[src/rtl/dhp_pkg.sv]
// Constants and types shared by the display host bus port
package dhp_pkg;
    // Bus style encodings on the three upper strap bits
    localparam logic [2:0] STYLE_SEPARATE = 3'h0;
    localparam logic [2:0] STYLE_ENABLE = 3'h1;
    localparam logic [2:0] STYLE_DATASTROBE = 3'h2;
    localparam int STYLE_LSB = 2;
    localparam int STYLE_MSB = 4;
    // Command codes; the first three carry paired two-byte parameters
    localparam logic [7:0] CMD_SYSTEM_SET = 8'h40;
    localparam logic [7:0] CMD_SCROLL = 8'h44;
    localparam logic [7:0] CMD_GLYPH_ADDR = 8'h5C;
    localparam logic [7:0] CMD_CURSOR_WRITE = 8'h46;
    localparam logic [7:0] CMD_CURSOR_READ = 8'h47;
    localparam logic [7:0] CMD_RESET = 8'h00;
    localparam logic [15:0] GLYPH_ADDR_RESET = 16'h0000;
    localparam logic [15:0] CURSOR_RESET = 16'h0000;
    localparam logic [3:0] PARAM_IDX_RESET = 4'h0;
    typedef enum logic [1:0] {
        DHP_ACC_NONE,
        DHP_ACC_READ,
        DHP_ACC_DWRITE,
        DHP_ACC_CWRITE
    } dhp_access_t;
endpackage

[src/rtl/dhp_decode_if.sv]
// Decoded access carrier between decoder and port core
`timescale 1ns/1ps
`default_nettype none
interface dhp_decode_if;
    dhp_pkg::dhp_access_t access;
    modport decoder (output access);
    modport core (input access);
endinterface
`default_nettype wire

[src/rtl/dhp_host_port.sv]
// Host parallel bus port of the display controller
// Behaviour
// - Without glyph ROM, glyph RAM start address must be zero.
// - Strobe pins are interpreted per the bus style strap bits.
// - Separate strobes: read, data/parameter write, command write decoded.
// - Enable style: enable high, direction and select choose the access.
// - Data strobe style: strobe low, direction and select choose access.
// - Parameter bytes update registers at once; new command skips the rest.
// - Cursor bytes apply singly; paired parameters apply together or drop.
`timescale 1ns/1ps
`default_nettype none
module dhp_host_port (
    // Clock and reset
    input wire logic clk,
    input wire logic reset_n,
    // Host bus pins
    input wire logic [4:0] bus_config_straps,
    input wire logic chip_select,
    input wire logic command_data_select,
    input wire logic read_strobe_n,
    input wire logic write_strobe_n,
    input wire logic lower_data_strobe_n,
    input wire logic address_strobe_in,
    input wire logic [7:0] data_in,
    output logic [7:0] data_out,
    output logic data_oe_n,
    // Controller side
    input wire logic [7:0] display_read_data,
    input wire logic use_glyph_rom,
    output logic [7:0] command,
    output logic command_strobe,
    output logic [7:0] param_data,
    output logic [3:0] param_index,
    output logic param_strobe,
    output logic [15:0] cursor_address,
    output logic [15:0] glyph_ram_addr,
    output logic [15:0] pair_param,
    output logic pair_strobe,
    output logic glyph_addr_error
);
    logic [2:0] style;
    logic [1:0] prev_access;
    logic [7:0] low_byte;
    logic low_held;
    logic is_pair_cmd;
    logic access_start;
    logic cursor_read;
    dhp_decode_if dec ();

    dhp_decoder u_decoder (
        .style(style),
        .chip_select(chip_select),
        .command_data_select(command_data_select),
        .read_strobe_n(read_strobe_n),
        .write_strobe_n(write_strobe_n),
        .lower_data_strobe_n(lower_data_strobe_n),
        .dec(dec)
    );

    // Straps caught while reset is held; later strap changes are not followed,
    // which keeps a glitching strap from flipping style mid-access.
    // strap style select
    always_ff @(posedge clk) begin
        if (!reset_n)
            style <= bus_config_straps[dhp_pkg::STYLE_MSB:dhp_pkg::STYLE_LSB];
    end

    // One action per access: act on the first cycle the access is decoded
    always_ff @(posedge clk) begin
        if (!reset_n)
            prev_access <= 2'(dhp_pkg::DHP_ACC_NONE);
        else
            prev_access <= dec.access;
    end
    assign access_start = (dec.access != dhp_pkg::DHP_ACC_NONE) &&
        (2'(dec.access) != prev_access);
    assign is_pair_cmd = (command == dhp_pkg::CMD_SYSTEM_SET) ||
        (command == dhp_pkg::CMD_SCROLL) ||
        (command == dhp_pkg::CMD_GLYPH_ADDR);
    assign cursor_read = (dec.access == dhp_pkg::DHP_ACC_READ) &&
        (command == dhp_pkg::CMD_CURSOR_READ);

    // Command capture and strobe
    always_ff @(posedge clk) begin
        if (!reset_n) begin
            command <= dhp_pkg::CMD_RESET;
            command_strobe <= 1'b0;
        end else begin
            command_strobe <= 1'b0;
            if (access_start && dec.access == dhp_pkg::DHP_ACC_CWRITE) begin
                command <= data_in;
                command_strobe <= 1'b1;
            end
        end
    end

    always_ff @(posedge clk) begin
        if (!reset_n) begin
            param_data <= 8'h00;
            param_index <= dhp_pkg::PARAM_IDX_RESET;
            param_strobe <= 1'b0;
        end else begin
            param_strobe <= 1'b0;
            if (access_start && dec.access == dhp_pkg::DHP_ACC_CWRITE)
                param_index <= dhp_pkg::PARAM_IDX_RESET;
            else if (access_start &&
                     dec.access == dhp_pkg::DHP_ACC_DWRITE) begin
                param_data <= data_in;
                param_strobe <= 1'b1;
                param_index <= param_index + 4'h1;
            end else if (access_start && cursor_read) begin
                param_index <= param_index + 4'h1;
            end
        end
    end

    always_ff @(posedge clk) begin
        if (!reset_n)
            cursor_address <= dhp_pkg::CURSOR_RESET;
        else if (access_start && dec.access == dhp_pkg::DHP_ACC_DWRITE &&
                 command == dhp_pkg::CMD_CURSOR_WRITE) begin
            if (param_index == 4'h0)
                cursor_address[7:0] <= data_in;
            else if (param_index == 4'h1)
                cursor_address[15:8] <= data_in;
        end
    end

    always_ff @(posedge clk) begin
        if (!reset_n) begin
            low_byte <= 8'h00;
            low_held <= 1'b0;
            pair_param <= 16'h0000;
            pair_strobe <= 1'b0;
            glyph_ram_addr <= dhp_pkg::GLYPH_ADDR_RESET;
        end else begin
            pair_strobe <= 1'b0;
            // A lone first byte is dropped when a new command arrives
            if (access_start && dec.access == dhp_pkg::DHP_ACC_CWRITE)
                low_held <= 1'b0;
            else if (access_start && dec.access == dhp_pkg::DHP_ACC_DWRITE &&
                     is_pair_cmd) begin
                if (!low_held) begin
                    low_byte <= data_in;
                    low_held <= 1'b1;
                end else begin
                    low_held <= 1'b0;
                    pair_param <= {data_in, low_byte};
                    pair_strobe <= 1'b1;
                    if (command == dhp_pkg::CMD_GLYPH_ADDR)
                        glyph_ram_addr <= {data_in, low_byte};
                end
            end
        end
    end

    always_ff @(posedge clk) begin
        if (!reset_n)
            glyph_addr_error <= 1'b0;
        else
            glyph_addr_error <= !use_glyph_rom &&
                (glyph_ram_addr != dhp_pkg::GLYPH_ADDR_RESET);
    end

    // Read data: cursor bytes after the cursor read command, else memory
    always_ff @(posedge clk) begin
        if (!reset_n) begin
            data_out <= 8'h00;
            data_oe_n <= 1'b1;
        end else begin
            data_oe_n <= !(dec.access == dhp_pkg::DHP_ACC_READ);
            // Latched once per access so the host sees a steady byte
            if (access_start && dec.access == dhp_pkg::DHP_ACC_READ) begin
                if (command == dhp_pkg::CMD_CURSOR_READ)
                    data_out <= param_index[0] ? cursor_address[15:8] :
                        cursor_address[7:0];
                else
                    data_out <= display_read_data;
            end
        end
    end

    property p_cursor_step;
        @(posedge clk) disable iff (!reset_n)
        (access_start && cursor_read) |=>
            param_index == $past(param_index) + 4'h1;
    endproperty
    a_cursor_step: assert property (p_cursor_step)
        else $error("cursor read did not step to next byte");

    logic unused_as;
    assign unused_as = address_strobe_in;

    property p_cmd_strobe;
        @(posedge clk) disable iff (!reset_n)
        (access_start && dec.access == dhp_pkg::DHP_ACC_CWRITE) |=>
            command_strobe && command == $past(data_in);
    endproperty
    a_cmd_strobe: assert property (p_cmd_strobe)
        else $error("command write not captured");

    property p_no_cs;
        @(posedge clk) disable iff (!reset_n)
        !chip_select |=> !command_strobe && !param_strobe;
    endproperty
    a_no_cs: assert property (p_no_cs)
        else $error("strobe acted without device select");

    property p_param;
        @(posedge clk) disable iff (!reset_n)
        (access_start && dec.access == dhp_pkg::DHP_ACC_DWRITE) |=>
            param_strobe && param_data == $past(data_in);
    endproperty
    a_param: assert property (p_param)
        else $error("parameter not updated at once");

    property p_pair_drop;
        @(posedge clk) disable iff (!reset_n)
        command_strobe |-> !pair_strobe ##1 !low_held;
    endproperty
    a_pair_drop: assert property (p_pair_drop)
        else $error("lone paired byte kept over new command");

    property p_read_oe;
        @(posedge clk) disable iff (!reset_n)
        (dec.access == dhp_pkg::DHP_ACC_READ) |=> !data_oe_n;
    endproperty
    a_read_oe: assert property (p_read_oe)
        else $error("read access did not drive data");

    property p_write_no_drive;
        @(posedge clk) disable iff (!reset_n)
        (dec.access == dhp_pkg::DHP_ACC_DWRITE) |=> data_oe_n;
    endproperty
    a_write_no_drive: assert property (p_write_no_drive)
        else $error("data driven during write");

    property p_glyph;
        @(posedge clk) disable iff (!reset_n)
        (!use_glyph_rom && glyph_ram_addr != 16'h0000) |=> glyph_addr_error;
    endproperty
    a_glyph: assert property (p_glyph)
        else $error("nonzero glyph base not flagged");

    property p_style_stable;
        @(posedge clk) disable iff (!reset_n)
        1'b1 |=> style == $past(style);
    endproperty
    a_style_stable: assert property (p_style_stable)
        else $error("bus style changed outside reset");
endmodule
`default_nettype wire

[src/rtl/dhp_decoder.sv]
// Strobe decoder for the three host bus styles
`timescale 1ns/1ps
`default_nettype none
module dhp_decoder (
    // Straps and strobes
    input wire logic [2:0] style,
    input wire logic chip_select,
    input wire logic command_data_select,
    input wire logic read_strobe_n,
    input wire logic write_strobe_n,
    input wire logic lower_data_strobe_n,
    // Decoded access
    dhp_decode_if.decoder dec
);
    always_comb begin
        dec.access = dhp_pkg::DHP_ACC_NONE;
        if (chip_select) begin
            case (style)
                dhp_pkg::STYLE_SEPARATE: begin
                    if (command_data_select && !read_strobe_n &&
                        write_strobe_n)
                        dec.access = dhp_pkg::DHP_ACC_READ;
                    else if (read_strobe_n && !write_strobe_n)
                        dec.access = command_data_select ?
                            dhp_pkg::DHP_ACC_CWRITE : dhp_pkg::DHP_ACC_DWRITE;
                end
                // enable with direction on write_strobe_n pin
                dhp_pkg::STYLE_ENABLE: begin
                    if (read_strobe_n) begin
                        if (command_data_select && write_strobe_n)
                            dec.access = dhp_pkg::DHP_ACC_READ;
                        else if (!write_strobe_n)
                            dec.access = command_data_select ?
                                dhp_pkg::DHP_ACC_CWRITE :
                                dhp_pkg::DHP_ACC_DWRITE;
                    end
                end
                dhp_pkg::STYLE_DATASTROBE: begin
                    if (!lower_data_strobe_n) begin
                        if (command_data_select && write_strobe_n)
                            dec.access = dhp_pkg::DHP_ACC_READ;
                        else if (!write_strobe_n)
                            dec.access = command_data_select ?
                                dhp_pkg::DHP_ACC_CWRITE :
                                dhp_pkg::DHP_ACC_DWRITE;
                    end
                end
                default: dec.access = dhp_pkg::DHP_ACC_NONE;
            endcase
        end
    end
endmodule
`default_nettype wire

[config.mk]
export PLATFORM = sky130hd
export DESIGN_NAME = dhp_host_port
export DESIGN_NICKNAME = d
export VERILOG_FILES = /design/src/rtl/dhp_pkg.sv /design/src/rtl/dhp_decode_if.sv /design/src/rtl/dhp_host_port.sv /design/src/rtl/dhp_decoder.sv
export SDC_FILE = /design/constraint.sdc
export NUM_CORES = 1
export LEC_CHECK = 0
export BUFFER_PORTS_ARGS = -buffer_cell sky130_fd_sc_hd__buf_4
export CAP_MARGIN = 10
export CORE_ASPECT_RATIO = 1.75
export CORE_UTILIZATION = 51
export DETAILED_ROUTE_END_ITERATION = 16
export HOLD_SLACK_MARGIN = 0.1
export PLACE_DENSITY_LB_ADDON = 0.15
export SETUP_SLACK_MARGIN = 0.1
export SLEW_MARGIN = 5
export SYNTH_ARGS = -nofsm -noshare
export SYNTH_HDL_FRONTEND = slang
export SYNTH_SLANG_ARGS = --single-unit
export TNS_END_PERCENT = 5
[constraint.sdc]
create_clock -name clk -period 2.7 [get_ports clk]
set_clock_uncertainty 0.05 [all_clocks]
set_input_delay 0.54 -clock clk [delete_from_list [all_inputs] [get_ports clk]]
set_output_delay 0.54 -clock clk [all_outputs]
set_load 0.01 [all_outputs]
; Word level (Yosys, flattened, before mapping)
; Cells that the tools add are included.
[word_totals]
ff_bits = 95
latchBits = 0
ram_bits = 0
rom_bits = 0
in_bits = 30
output_inout_bits = 81
elab_cells = 84
memories = 0
[op_classes]
add_sub_neg = 1
n_mul = 0
n_div = 0
magnitude_cmp = 0
n_eq_ne = 12
shifts = 0
n_mux = 17
bitwise = 5
reduce_logical = 32
[ops]
columns = op, count
row1 = "8-bit by 7-bit equality test with 1-bit output, second input constant", 5
row2 = 8-bit two-way mux, 2
row3 = 16-bit nonzero test, 1
row4 = 2-bit two-way mux, 7
row5 = 1-bit logical AND, 13
row6 = 3-bit AND reduction, 3
row7 = 4-bit two-way mux, 2
row8 = 2-bit case mux with 3 select lines, 1
row9 = 1-bit two-way mux, 5
row10 = 1-bit inverter, 5
row11 = "4-bit by 1-bit adder with 4-bit output, second input constant", 1
row12 = "2-bit equality test, second input constant", 2
row13 = "4-bit by 1-bit equality test with 1-bit output, second input constant", 1
row14 = 1-bit logical NOT, 4
row15 = 4-bit logical NOT, 1
row16 = 2-bit AND reduction, 2
row17 = 4-bit AND reduction, 1
row18 = 2-bit nonzero test, 2
row19 = "3-bit by 1-bit equality test with 1-bit output, second input constant", 1
row20 = "3-bit by 2-bit equality test with 1-bit output, second input constant", 1
row21 = 3-bit logical NOT, 1
row22 = 3-bit OR reduction, 1
row23 = "2-bit by 1-bit equality test with 1-bit output, second input constant", 1
row24 = 1-bit logical OR, 2
row25 = other kinds (2), 2

; Longest topological paths before layout
; Gate-level depths: netlist (run 1).
[depth]
ltp_word = 12
mapped_depth = 9
depth_no_buf = 7

; Modules after synthesis
; A second synthesis (run 1) with hierarchy kept.
[unflattened]
cells_unflattened = 387
hier_area_um2 = 3847.4
[modules_own_cells]
columns = mod, instances, cells_each, area_each_um2
row1 = dhp_host_port, 1, 376, 3774.9
row2 = dhp_decoder, 1, 11, 72.6

; Worst setup path after synthesis (run 1)
; No wires, ideal clock.
[synth_timing]
kind = flip-flop to flip-flop
from = register param_index[0]
to = register cursor_address[13]
setup_time_ns = 0.132
arrival_time_ns = 1.944
setup_slack_ns = 0.574
path_stages_with_launch = 10
n_path_buf = 2
cell_sequence = dfxtp_1 -> buf_1 -> inv_1 -> ha_1 -> nor2b_1 -> nand4_1 -> a211o_1 -> buf_2 -> mux2i_1 -> nor2_1
[synth_via]
elab_chain_cells = 3
[synth_rtl]
columns = item, line
row1 = "start, declared", dhp_host_port.sv:33  ; output logic [3:0] param_index,
row2 = "start signal, assigned", dhp_host_port.sv:100  ; param_index <= dhp_pkg::PARAM_IDX_RESET;
row3 = "start signal, assigned", dhp_host_port.sv:105  ; param_index <= dhp_pkg::PARAM_IDX_RESET;
row4 = "start signal, assigned", dhp_host_port.sv:110  ; param_index <= param_index + 4'h1;
row5 = 4-bit logical NOT, dhp_host_port.sv:122  ; if (param_index == 4'h0)
row6 = 1-bit inverter (no line), -
row7 = 3-bit AND reduction (no line) (*), -
row8 = "end signal, assigned", dhp_host_port.sv:119  ; cursor_address <= dhp_pkg::CURSOR_RESET;
row9 = "end signal, assigned", dhp_host_port.sv:125  ; cursor_address[15:8] <= data_in;
row10 = "end, declared", dhp_host_port.sv:35  ; output logic [15:0] cursor_address,
; Every way passes the cells marked *; elsewhere a longest branch is shown, timed or not.
; A chain may end at the register's enable or synchronous reset.

; Worst setup path in the final report (run 1)
[layout_timing]
from = register style[1]
to = register cursor_address[13]
[layout_via]
elab_chain_cells = 8
[layout_rtl]
columns = item, line
row1 = "start, declared", dhp_host_port.sv:41  ; logic [2:0] style;
row2 = "start signal, assigned", dhp_host_port.sv:65  ; style <= bus_config_straps[dhp_pkg::STYLE_MSB:dhp_pkg::STYLE_LSB];
row3 = "3-bit by 2-bit equality test with 1-bit output, or another cell as far along", dhp_decoder.sv:18  ; case (style)
row4 = 2-bit case mux with 3 select lines (*), dhp_decoder.sv:18
row5 = 2-bit two-way mux (*), dhp_decoder.sv:17  ; if (chip_select) begin
row6 = 2-bit != test / 2-bit nonzero test (equally long branches), "dhp_host_port.sv:76, dhp_host_port.sv:75"
row7 = 1-bit logical AND, dhp_host_port.sv:75  ; assign access_start = (dec.access != dhp_pkg::DHP_ACC_NONE) &&
row8 = 1-bit logical AND (*) (2 in a row), dhp_host_port.sv:120  ; else if (access_start && dec.access == dhp_pkg::DHP_ACC_DWRITE &&
row9 = 3-bit AND reduction (no line) (*), -
; Marked as above.

==> results.json, run 1 <==
{
  "crit_chain": "nor2b_1 -> o2111ai_1 -> a211o_1 -> mux2i_1 -> nor2_1",
  "areaGrowthSynthToFinish_pct": 29.7,
  "final_cell_mix": "buf_4, dfxtp_1, mux2i_1",
  "cts-htree-levels": 3,
  "fmax_mhz": 468,
  "io_pins": 111,
  "path_max_fanout": 8,
  "cellLeakagePower_nw": 2.25,
  "reg2reg_depth": 5,
  "holdBufCountCts": 0,
  "slew_headroom": 0.575,
  "postCtsResizedCells": 0,
  "min_path_cells": 2,
  "path_clk_slew_ps": 60,
  "pre_cts_slack_ps": 409,
  "antenna_found_initial": 0,
  "setup_slack_ps": 561,
  "gr-total-overflow": 0,
  "finalSetupTns_ps": 0,
  "grt_pass1_wl_um": 15000,
  "clkPwrFrac": 0.436,
  "initial_core_util": 0.531,
  "slowest_delay_ps": 560,
  "period_share": 0.792,
  "ys_async_sr_fraction": 0,
  "row_count": 41,
  "grt_pass1_vias": 3040,
  "place_area_um2": 4740,
  "synth-edff-count": 3,
  "slew_viol_final": 0,
  "tightest_slew_ps": 632,
  "maxCapViolCount": 0,
  "yosysWarnings": 0,
  "required_ps": 2860,
  "crit_arrival_ps": 2300,
  "fin_area_um2": 5020,
  "gp_congestion": 0.796,
  "wl_um": 9920,
  "dieArea_um2": 7960,
  "critPathKind": "register to register",
  "io_buffers": 107,
  "grt_setup_unrepaired": "no",
  "ys_seq_area_frac": 0.499,
  "intPower_w": 0.00221,
  "ys_types": 47,
  "final_layout_size_suffix_gt1_frac": 0.278,
  "clock_latency_ps": 340,
  "antenna_cells": 0,
  "p_per_area_nw_per_um2": 559,
  "p_total_w": 0.00281,
  "fin_crit_ps": 2140,
  "mostFrequentLayoutCell": "buf_4",
  "swShare": 0.213,
  "drc": 0,
  "synth_seq_cells": 95,
  "synthesis.area_um2": 3870,
  "cts_tree": "done",
  "ys.flop_type": "dfxtp_1",
  "sequentialPowerShare": 0.509,
  "wire_per_inst_um": 16.8,
  "viasPerCell": 5.58,
  "numCtsBuffers": 9,
  "p_comb_frac": 0.056,
  "worstSetupStartpointType": "register",
  "switchingPower_w": 0.000599,
  "syn_nets": 432,
  "core_um2": 7280,
  "outcome": "finished clean",
  "vdd_ir_drop_max_mv": 0.494,
  "syn_area_per_cell_um2": 9.70,
  "first_iter_violations": 284,
  "drtAntennaViolNets": 0,
  "finalHoldViolations": 0,
  "cts_setup_buffers": 0,
  "dp_hpwl_um": 7330,
  "max-clock-path-buffers": 2,
  "synth_cells": 399,
  "dr_total_vias": 3287,
  "grt_usage": 0.262,
  "setup_violations": 0,
  "die_x_um": 67.9,
  "critPathSlowestCell": "a211o_1",
  "cts.sinks": 95,
  "fin_nets": 533,
  "clock-root-buffer": "clkbuf_16",
  "grt_max_degree": 40,
  "die_h_um": 117,
  "min_path_type": "input port to register",
  "dr.pass1.iters": 6,
  "endpoint_kind": "register"
}
## cells in the mapped netlist, drive strengths merged, types with 2 or more instances
master   number  area (µm²)
a211o         3        26.3
a21oi        18        90.1
a22o          8        70.1
a31oi         8        50.1
and3          3        18.8
buf          13        67.6
clkbuf       12        45.0
dfxtp        92        1840
edfxtp        3        90.1
ha            3        37.5
inv           6        22.5
mux2i        59         591
nand2        36         138
nand2b        2        12.5
nand3        20         100
nand4         2        12.5
nor2         48         180
nor2b         2        12.5
nor3          6        52.6
nor3b         3        38.8
nor4          5        31.3
nor4b         2        23.8
o2111a        2        22.5
o2111ai       2        17.5
o211ai        7        52.6
o21a          3        22.5
o21ai        20         100
## per-stage QoR
step                instances  utilization  hold WS, ps
floorplan                 399            -          399
global placement          575        0.650          394
detailed placement        575        0.650          400
CTS                       589        0.689          303
global route              589        0.689          318
finish                    589        0.689          314
## logic make-up (layout without fill, tap and decap cells)
family / Yosys count / count (layout) / share of synthesized area
buffers and inverters: 31 / 135 / 0.0349
muxes: 59 / 59 / 0.153
xor gates and xnor gates: 1 / 1 / 0.00226
DFF: 95 / 95 / 0.499
adders and majority gates: 3 / 3 / 0.00970
and+or+nand+nor: 135 / 135 / 0.173
AOI/OAI and AO/OA: 75 / 75 / 0.128
## flip-flops by register name, summed over array words and instances, names as in the netlist, 2 cells and up
register / flops
cursor_address: 16
glyph_ram_addr: 16
pair_param: 16
command: 8
data_out: 8
low_byte: 8
param_data: 8
param_index: 4
style: 3
prev_access: 2
## critical path: cells and delay by family, from the launching register on
| family | cells | cell delay [ps] |
|---|---|---|
| DFF | 1 | 440 |
| muxes | 1 | 240 |
| and+or+nand+nor | 2 | 420 |
| AOI/OAI and AO/OA | 2 | 860 |
## cell type report
cell class,instances,area [µm²]
inverters,6,22.5
clock buffers,10,239
repair buffers,115,863
flip-flops and latches,95,1930
fillers,607,2260
clock inverters,4,47.5
multi-input cells,273,1810
well taps,86,108
## power groups by stage
stage	Combinational, W	Sequential, W	Clock (W)
after CTS	0.000156	0.00143	0.00124
final	0.000156	0.00143	0.00122
after global routing	0.000170	0.00143	0.00130
after global placement	0.000153	0.00146	0
after floorplan	0.0000792	0.00146	0
after detailed placement	0.000156	0.00146	0
## layer usage
metal / track usage / wire length (µm)
met1: 0.285 / 3850
met2: 0.475 / 5440
met4: 0.0986 / 205
met5: 0 / 0
met3: 0.0630 / 429
## final timing paths
check | start | endpoint | slack [ps]
worst max register to register | style[1]$_DFFE_PN_ | cursor_address[13]$_SDFFE_PN0P_ | 560
worst min-delay path | use_glyph_rom | glyph_addr_error$_SDFF_PN0_ | 310
worst min register to register | param_data[1]$_SDFFE_PN0P_ | param_data[1]$_SDFFE_PN0P_ | 410
worst max-delay path | style[1]$_DFFE_PN_ | cursor_address[13]$_SDFFE_PN0P_ | 560
Note: power is estimated with default switching activity, not from simulation.
==> inputs of run 2 (changes only) <==
--- a/config.mk
+++ b/config.mk
@@ -5,6 +5,7 @@
 export SDC_FILE = /design/constraint.sdc
 export NUM_CORES = 1
 export LEC_CHECK = 0
+export ABC_AREA = 1
 export BUFFER_PORTS_ARGS = -buffer_cell sky130_fd_sc_hd__buf_4
 export CAP_MARGIN = 10
 export CORE_ASPECT_RATIO = 1.75
==> constraint.sdc (replaced) <==
create_clock -name clk -period 2 [get_ports clk]
set_clock_uncertainty 0.05 [all_clocks]
set_input_delay 0.4 -clock clk [delete_from_list [all_inputs] [get_ports clk]]
set_output_delay 0.4 -clock clk [all_outputs]
set_load 0.01 [all_outputs]
==> run 2 against run 1 <==
  * Sequential power rose by 35%
  * Flip-flop and latch count unchanged
  * Fmax grew 13%
  * Sequential share of layout area down 2.6 points
  * Synthesized cell count is 36% higher
  * Clock-buffer cell count up 3
  * Die area increased by 2.6%
  * Hold slack worse by 140 ps
  * Critical path depth increased by 7
  * Cell count is 29% higher
  * Via count up 21%
  * Global-route usage is 0.32 points lower
  * Critical path type unchanged
  * Largest cell class unchanged
==> results.json, run 2 <==
{
  "path_clk_slew_ps": 60,
  "gr-total-overflow": 0,
  "required_ps": 2230,
  "dieArea_um2": 8160,
  "min_path_type": "input port to register",
  "setup_violations": 0,
  "ys_async_sr_fraction": 0,
  "io_pins": 111,
  "worstSetupStartpointType": "register",
  "synth.most_common_cell": "nor2_1",
  "grt_pass1_wl_um": 15800,
  "clock_latency_ps": 340,
  "ys_types": 33,
  "syn_area_per_cell_um2": 7.33,
  "dp.cells": 733,
  "viasPerCell": 5.23,
  "finalHoldViolations": 0,
  "vdd_ir_drop_max_mv": 0.513,
  "slowest_delay_ps": 440,
  "slew_headroom": 0.651,
  "path_max_fanout": 8,
  "antenna_cells": 0,
  "synth_seq_cells": 95,
  "cts-htree-levels": 3,
  "outcome": "finished clean",
  "die_x_um": 68.7,
  "antenna_found_initial": 0,
  "core_um2": 7570,
  "drtAntennaViolNets": 0,
  "synthTopCellsByArea": "dfxtp_1, nor2_1, nand2_1, inv_1, o21ai_0",
  "pre_cts_slack_ps": -3.20,
  "dr_total_vias": 3970,
  "reg_top3": "cursor_address (16), glyph_ram_addr (16), pair_param (16)",
  "io_buffers": 107,
  "synth_top_area_frac": 0.464,
  "yosysTopAreaCell": "dfxtp_1",
  "yosysWarnings": 0,
  "critPathMostFrequentCell": "nand2_1",
  "final_layout_size_suffix_gt1_frac": 0.249,
  "syn_nets": 575,
  "setup_slack_ps": 114,
  "fin_hold_ws_ps": 169,
  "grt_max_degree": 42,
  "first_iter_violations": 234,
  "fmax_mhz": 530,
  "maxCapViolCount": 0,
  "fin_nets": 699,
  "grt_pass1_vias": 3517,
  "ys.flop_type": "dfxtp_1",
  "grt_setup_unrepaired": "yes",
  "cellLeakagePower_nw": 2.52,
  "ys_seq_area_frac": 0.486,
  "grt_usage": 0.259,
  "p_total_w": 0.00384,
  "numCtsBuffers": 9,
  "wl_um": 10700,
  "holdBufCountCts": 0,
  "clock-root-buffer": "clkbuf_16",
  "tightest_slew_ps": 523,
  "dr.pass1.iters": 7,
  "final_cell_mix": "buf_4, nor2_1, dfxtp_1",
  "cts_tree": "done",
  "cts.sinks": 95,
  "dp_hpwl_um": 7670,
  "max-clock-path-buffers": 2,
  "period_share": 0.943,
  "mostFrequentLayoutCell": "buf_4",
  "endpoint_kind": "register",
  "slew_viol_final": 0,
  "die_h_um": 119,
  "critPathSlowestCell": "edfxtp_1",
  "synth_cells": 542,
  "wire_per_inst_um": 14.0,
  "row_count": 42,
  "areaGrowthSynthToFinish_pct": 35.7,
  "fillers": 614,
  "synth-edff-count": 3,
  "critPathKind": "register to register",
  "crit_arrival_ps": 2110,
  "synth_top_cells_by_count": "nor2_1, dfxtp_1, nand2_1",
  "fin_crit_ps": 1890,
  "gp_congestion": 0.911,
  "drc": 0,
  "initial_core_util": 0.525,
  "p_per_area_nw_per_um2": 712,
  "crit_chain": "nor2_2 -> nand3_1 -> nand2_1 -> nand2_1 -> inv_2 -> o211ai_4 -> nor2_8 -> buf_4 -> nand3_4 -> nand2_1 -> inv_1 -> nor2_1",
  "layout.cells.non_filler": 759,
  "synthesis.area_um2": 3970
}
-- run 2: cell count changes in the layout (fill, tap and decap cells not counted), moves of 10 or more --
| cell | change |
|---|---|
| nand3_1 | -10 |
| inv_1 | +65 |
| mux2i_1 | -59 |
| nor2_1 | +77 |
| buf_4 | +11 |
| o21ai_0 | +37 |
| nand2_1 | +46 |
| nand4_1 | +18 |
-- run 2: path summary, 6_finish.rpt --
| kind | cells past startpoint | start | endpoint | slack [ps] |
|---|---|---|---|---|
| worst max-delay path | 12 | style[1]$_DFFE_PN_ | glyph_ram_addr[3]$_SDFFE_PN0P_ | 110 |
| worst max register to register | 12 | style[1]$_DFFE_PN_ | glyph_ram_addr[3]$_SDFFE_PN0P_ | 110 |
| worst min register to register | 2 | data_out[1]$_SDFFE_PN0P_ | data_out[1]$_SDFFE_PN0P_ | 410 |
| worst min-delay path | 2 | use_glyph_rom | glyph_addr_error$_SDFF_PN0_ | 170 |
-- run 2: critical path: cells and delay by family (launching register included) --
family	cells	cell delay, ps
simple gates	8	880
compound gates	1	120
buf+inv	3	330
flops	1	440
-- run 2: metrics by stage --
step / TNS (ps) / cell area, µm² / utilization
6_report: 0 / 5390 / 0.713
5_1_grt: 0 / 5390 / 0.713
4_1_cts: 0 / 5210 / 0.689
3_5_place_dp: -3.20 / 4920 / 0.650
3_3_place_gp: 0 / 4920 / 0.650
2_1_floorplan: 0 / 3970 / -
-- run 2: cells by family (layout without fill, tap and decap cells) --
group | after synthesis | count (layout) | share of synthesized area
AO/OA/AOI/OAI | 89 | 89 | 0.126
XOR/XNOR | 2 | 2 | 0.00441
adder cells (fa/ha/maj) | 3 | 3 | 0.00945
buffers and inverters | 97 | 224 | 0.0954
flip-flops | 95 | 95 | 0.486
AND/OR/NAND/NOR | 256 | 258 | 0.278
-- run 2: per-layer routing --
layer,global-route usage,share of wire,up-vias
met1,0.268,0.37,1830
li1,-,-,1989
met2,0.477,0.55,122
met5,0,0,-
met3,0.0502,0.046,29
met4,0.106,0.030,0
-- run 2: power by group --
group / switching, W / internal [W] / total [W]
Clock: 0.000688 / 0.00100 / 0.00169
Sequential: 0.0000138 / 0.00192 / 0.00193
Combinational: 0.000126 / 0.0000919 / 0.000218
-- run 2: what timing repair did --
item                       CTS  global route
pin swaps                    0             7
gates cloned                 0             2
setup endpoints to repair   20            73
gates resized for setup      2            32
setup buffers                0             8
hold endpoints to repair     0             0
-- run 2: area by class of cell --
| cell class | instances | area, µm² | share of cell area |
|---|---|---|---|
| Sequential cell | 95 | 1930 | 0.358 |
| Multi-Input combinational cell | 352 | 1730 | 0.321 |
| Timing Repair Buffer | 131 | 1020 | 0.190 |
| Inverter | 77 | 304 | 0.0564 |
| Clock buffer | 13 | 250 | 0.0464 |
| Tap cell | 88 | 110 | 0.0204 |
| Clock inverter | 3 | 42.5 | 0.00789 |
==> inputs of run 3 (changes only) <==
==> constraint.sdc (replaced) <==
create_clock -name clk -period 1.85 [get_ports clk]
set_clock_uncertainty 0.05 [all_clocks]
set_input_delay 0.37 -clock clk [delete_from_list [all_inputs] [get_ports clk]]
set_output_delay 0.37 -clock clk [all_outputs]
set_load 0.01 [all_outputs]
==> run 3 against run 2 <==
  * The run now ends with setup timing left
  * Critical path depth is the same
  * Via count grew 2.1%
  * Fmax shrank 2.6%
  * Routed wire length grew 5.9%
  * Sequential power grew 8%
  * Core utilization grew 2.6 points
  * Critical endpoint is now glyph_ram_addr[6]$_SDFFE_PN0P_
  * Clock-buffer cell count shrank 2
==> results.json, run 3 (same netlist as run 2, synthesis figures left out) <==
{
  "grt_usage": 0.284,
  "crit_chain": "nor2_2 -> nand3_1 -> nand2_1 -> nand2_2 -> inv_2 -> o211ai_4 -> nor2_8 -> buf_12 -> buf_8 -> nand4_1 -> nand2_1 -> nor2_1",
  "rr_startpoint": "style[2]$_DFFE_PN_",
  "slew_viol_final": 0,
  "fin_nets": 708,
  "holdBufCountCts": 0,
  "setup_violations": 30,
  "final_cell_mix": "buf_4, nor2_1, dfxtp_1",
  "grt_pass1_wl_um": 17400,
  "ff_latch_area_um2": 1940,
  "numCtsBuffers": 9,
  "cts.sinks": 95,
  "critPathMostFrequentCell": "nand2_1",
  "crit_family": "simple AND/OR/NAND/NOR gates",
  "core_um2": 7570,
  "crit_arrival_ps": 2120,
  "violations": "setup timing",
  "path_max_fanout": 8,
  "io_pins": 111,
  "gr-total-overflow": 0,
  "grt_pass1_vias": 3846,
  "grt_max_degree": 63,
  "clock-root-buffer": "clkbuf_16",
  "cts-htree-levels": 3,
  "critPathBufInv": 3,
  "reg_top3": "cursor_address (16), glyph_ram_addr (16), pair_param (16)",
  "tightest_slew_ps": 904,
  "outcome": "finished, violations left",
  "worstSetupStartpointType": "register",
  "first_iter_violations": 247,
  "period_share": 1.05,
  "die_h_um": 119,
  "p_per_area_nw_per_um2": 729,
  "final_layout_size_suffix_gt1_frac": 0.312,
  "path_clk_slew_ps": 60,
  "viasPerCell": 5.28,
  "critPathKind": "register to register",
  "hold_start": "use_glyph_rom",
  "finalSetupTns_ps": -668,
  "initial_core_util": 0.525,
  "fmax_mhz": 517,
  "setup.worst_path.start": "style[2]$_DFFE_PN_",
  "drc": 0,
  "row_count": 42,
  "wire_per_inst_um": 14.7,
  "antenna_cells": 0,
  "dr.pass1.iters": 5,
  "clock_latency_ps": 340,
  "drtAntennaViolNets": 0,
  "grt_setup_unrepaired": "yes",
  "max-clock-path-buffers": 2,
  "slowest_delay_ps": 430,
  "cts_tree": "done",
  "mostFrequentLayoutCell": "buf_4",
  "r2r_slack_ps": -90,
  "endpoint_kind": "register",
  "critPathSlowestCell": "edfxtp_1",
  "required_ps": 2040,
  "utilization": 0.739,
  "multi_input_area_um2": 1870,
  "fin_crit_ps": 1940,
  "io_buffers": 107,
  "finalHoldViolations": 0,
  "maxCapViolCount": 0,
  "antenna_found_initial": 0,
  "areaGrowthSynthToFinish_pct": 40.7,
  "fillers": 597,
  "dieArea_um2": 8160,
  "slew_headroom": 0.397,
  "vdd_ir_drop_max_mv": 0.467,
  "cellLeakagePower_nw": 2.60,
  "dr_total_vias": 4052,
  "min_path_type": "input port to register",
  "fin_hold_ws_ps": 139,
  "die_x_um": 68.7,
  "gp_congestion": 0.879,
  "setup_slack_ps": -86.1,
  "dp_hpwl_um": 7650,
  "wl_um": 11300
}
run 3: cell types whose count changed in the layout (fill, tap and decap cells not counted), moves of 5 or more:
cell     previous run  this run
nor2_1            125       116
nor2_4              0         5
o21ai_0            38        32
nand2_2             2        10
o21ai_1            11        17
nand2_1            81        72
run 3: final cells by class:
class                   instances  share of cell area
multi-input cells             354               0.335
clock inverters                 4             0.00560
flip-flops and latches         95               0.347
inverters                      77              0.0557
well taps                      88              0.0197
clock buffers                  11              0.0434
repair buffers                136               0.191
repair inverters                2             0.00291
run 3: where the power goes:
part / internal [W] / switching [W] / total, W
registers: 0.00207 / 0.0000138 / 0.00209
logic: 0.000114 / 0.000153 / 0.000266
clock network: 0.000948 / 0.000771 / 0.00172
run 3: layer usage:
metal | GRT usage | routed length [µm]
met5 | 0 | 0
met4 | 0.144 | 443
met3 | 0.0550 | 497
met2 | 0.509 | 6290
met1 | 0.295 | 4050
run 3: timing repair:
action,CTS,global route
gates resized for setup,38,36
gates cloned,5,1
pin swaps,7,22
setup buffers,5,4
endpoints found under the setup margin,88,88
run 3: metrics by stage:
| step | area, µm² | worst slack, ps | instances | power [W] |
|---|---|---|---|---|
| 5_1_grt | 5590 | -191 | 767 | 0.00418 |
| 6_report | 5590 | -86.1 | 767 | 0.00407 |
| 3_5_place_dp | 4970 | -87.2 | 737 | 0.00237 |
| 3_3_place_gp | 4970 | -17.6 | 737 | 0.00236 |
| 4_1_cts | 5450 | 16.7 | 762 | 0.00407 |
| 2_1_floorplan | 3990 | 20.6 | 542 | 0.00224 |
run 3: path summary, 6_finish.rpt:
check	endpoint	cells past startpoint
max	glyph_ram_addr[6]$_SDFFE_PN0P_	12
max reg2reg	glyph_ram_addr[6]$_SDFFE_PN0P_	12
min reg2reg	data_out[6]$_SDFFE_PN0P_	2
min	glyph_addr_error$_SDFF_PN0_	2
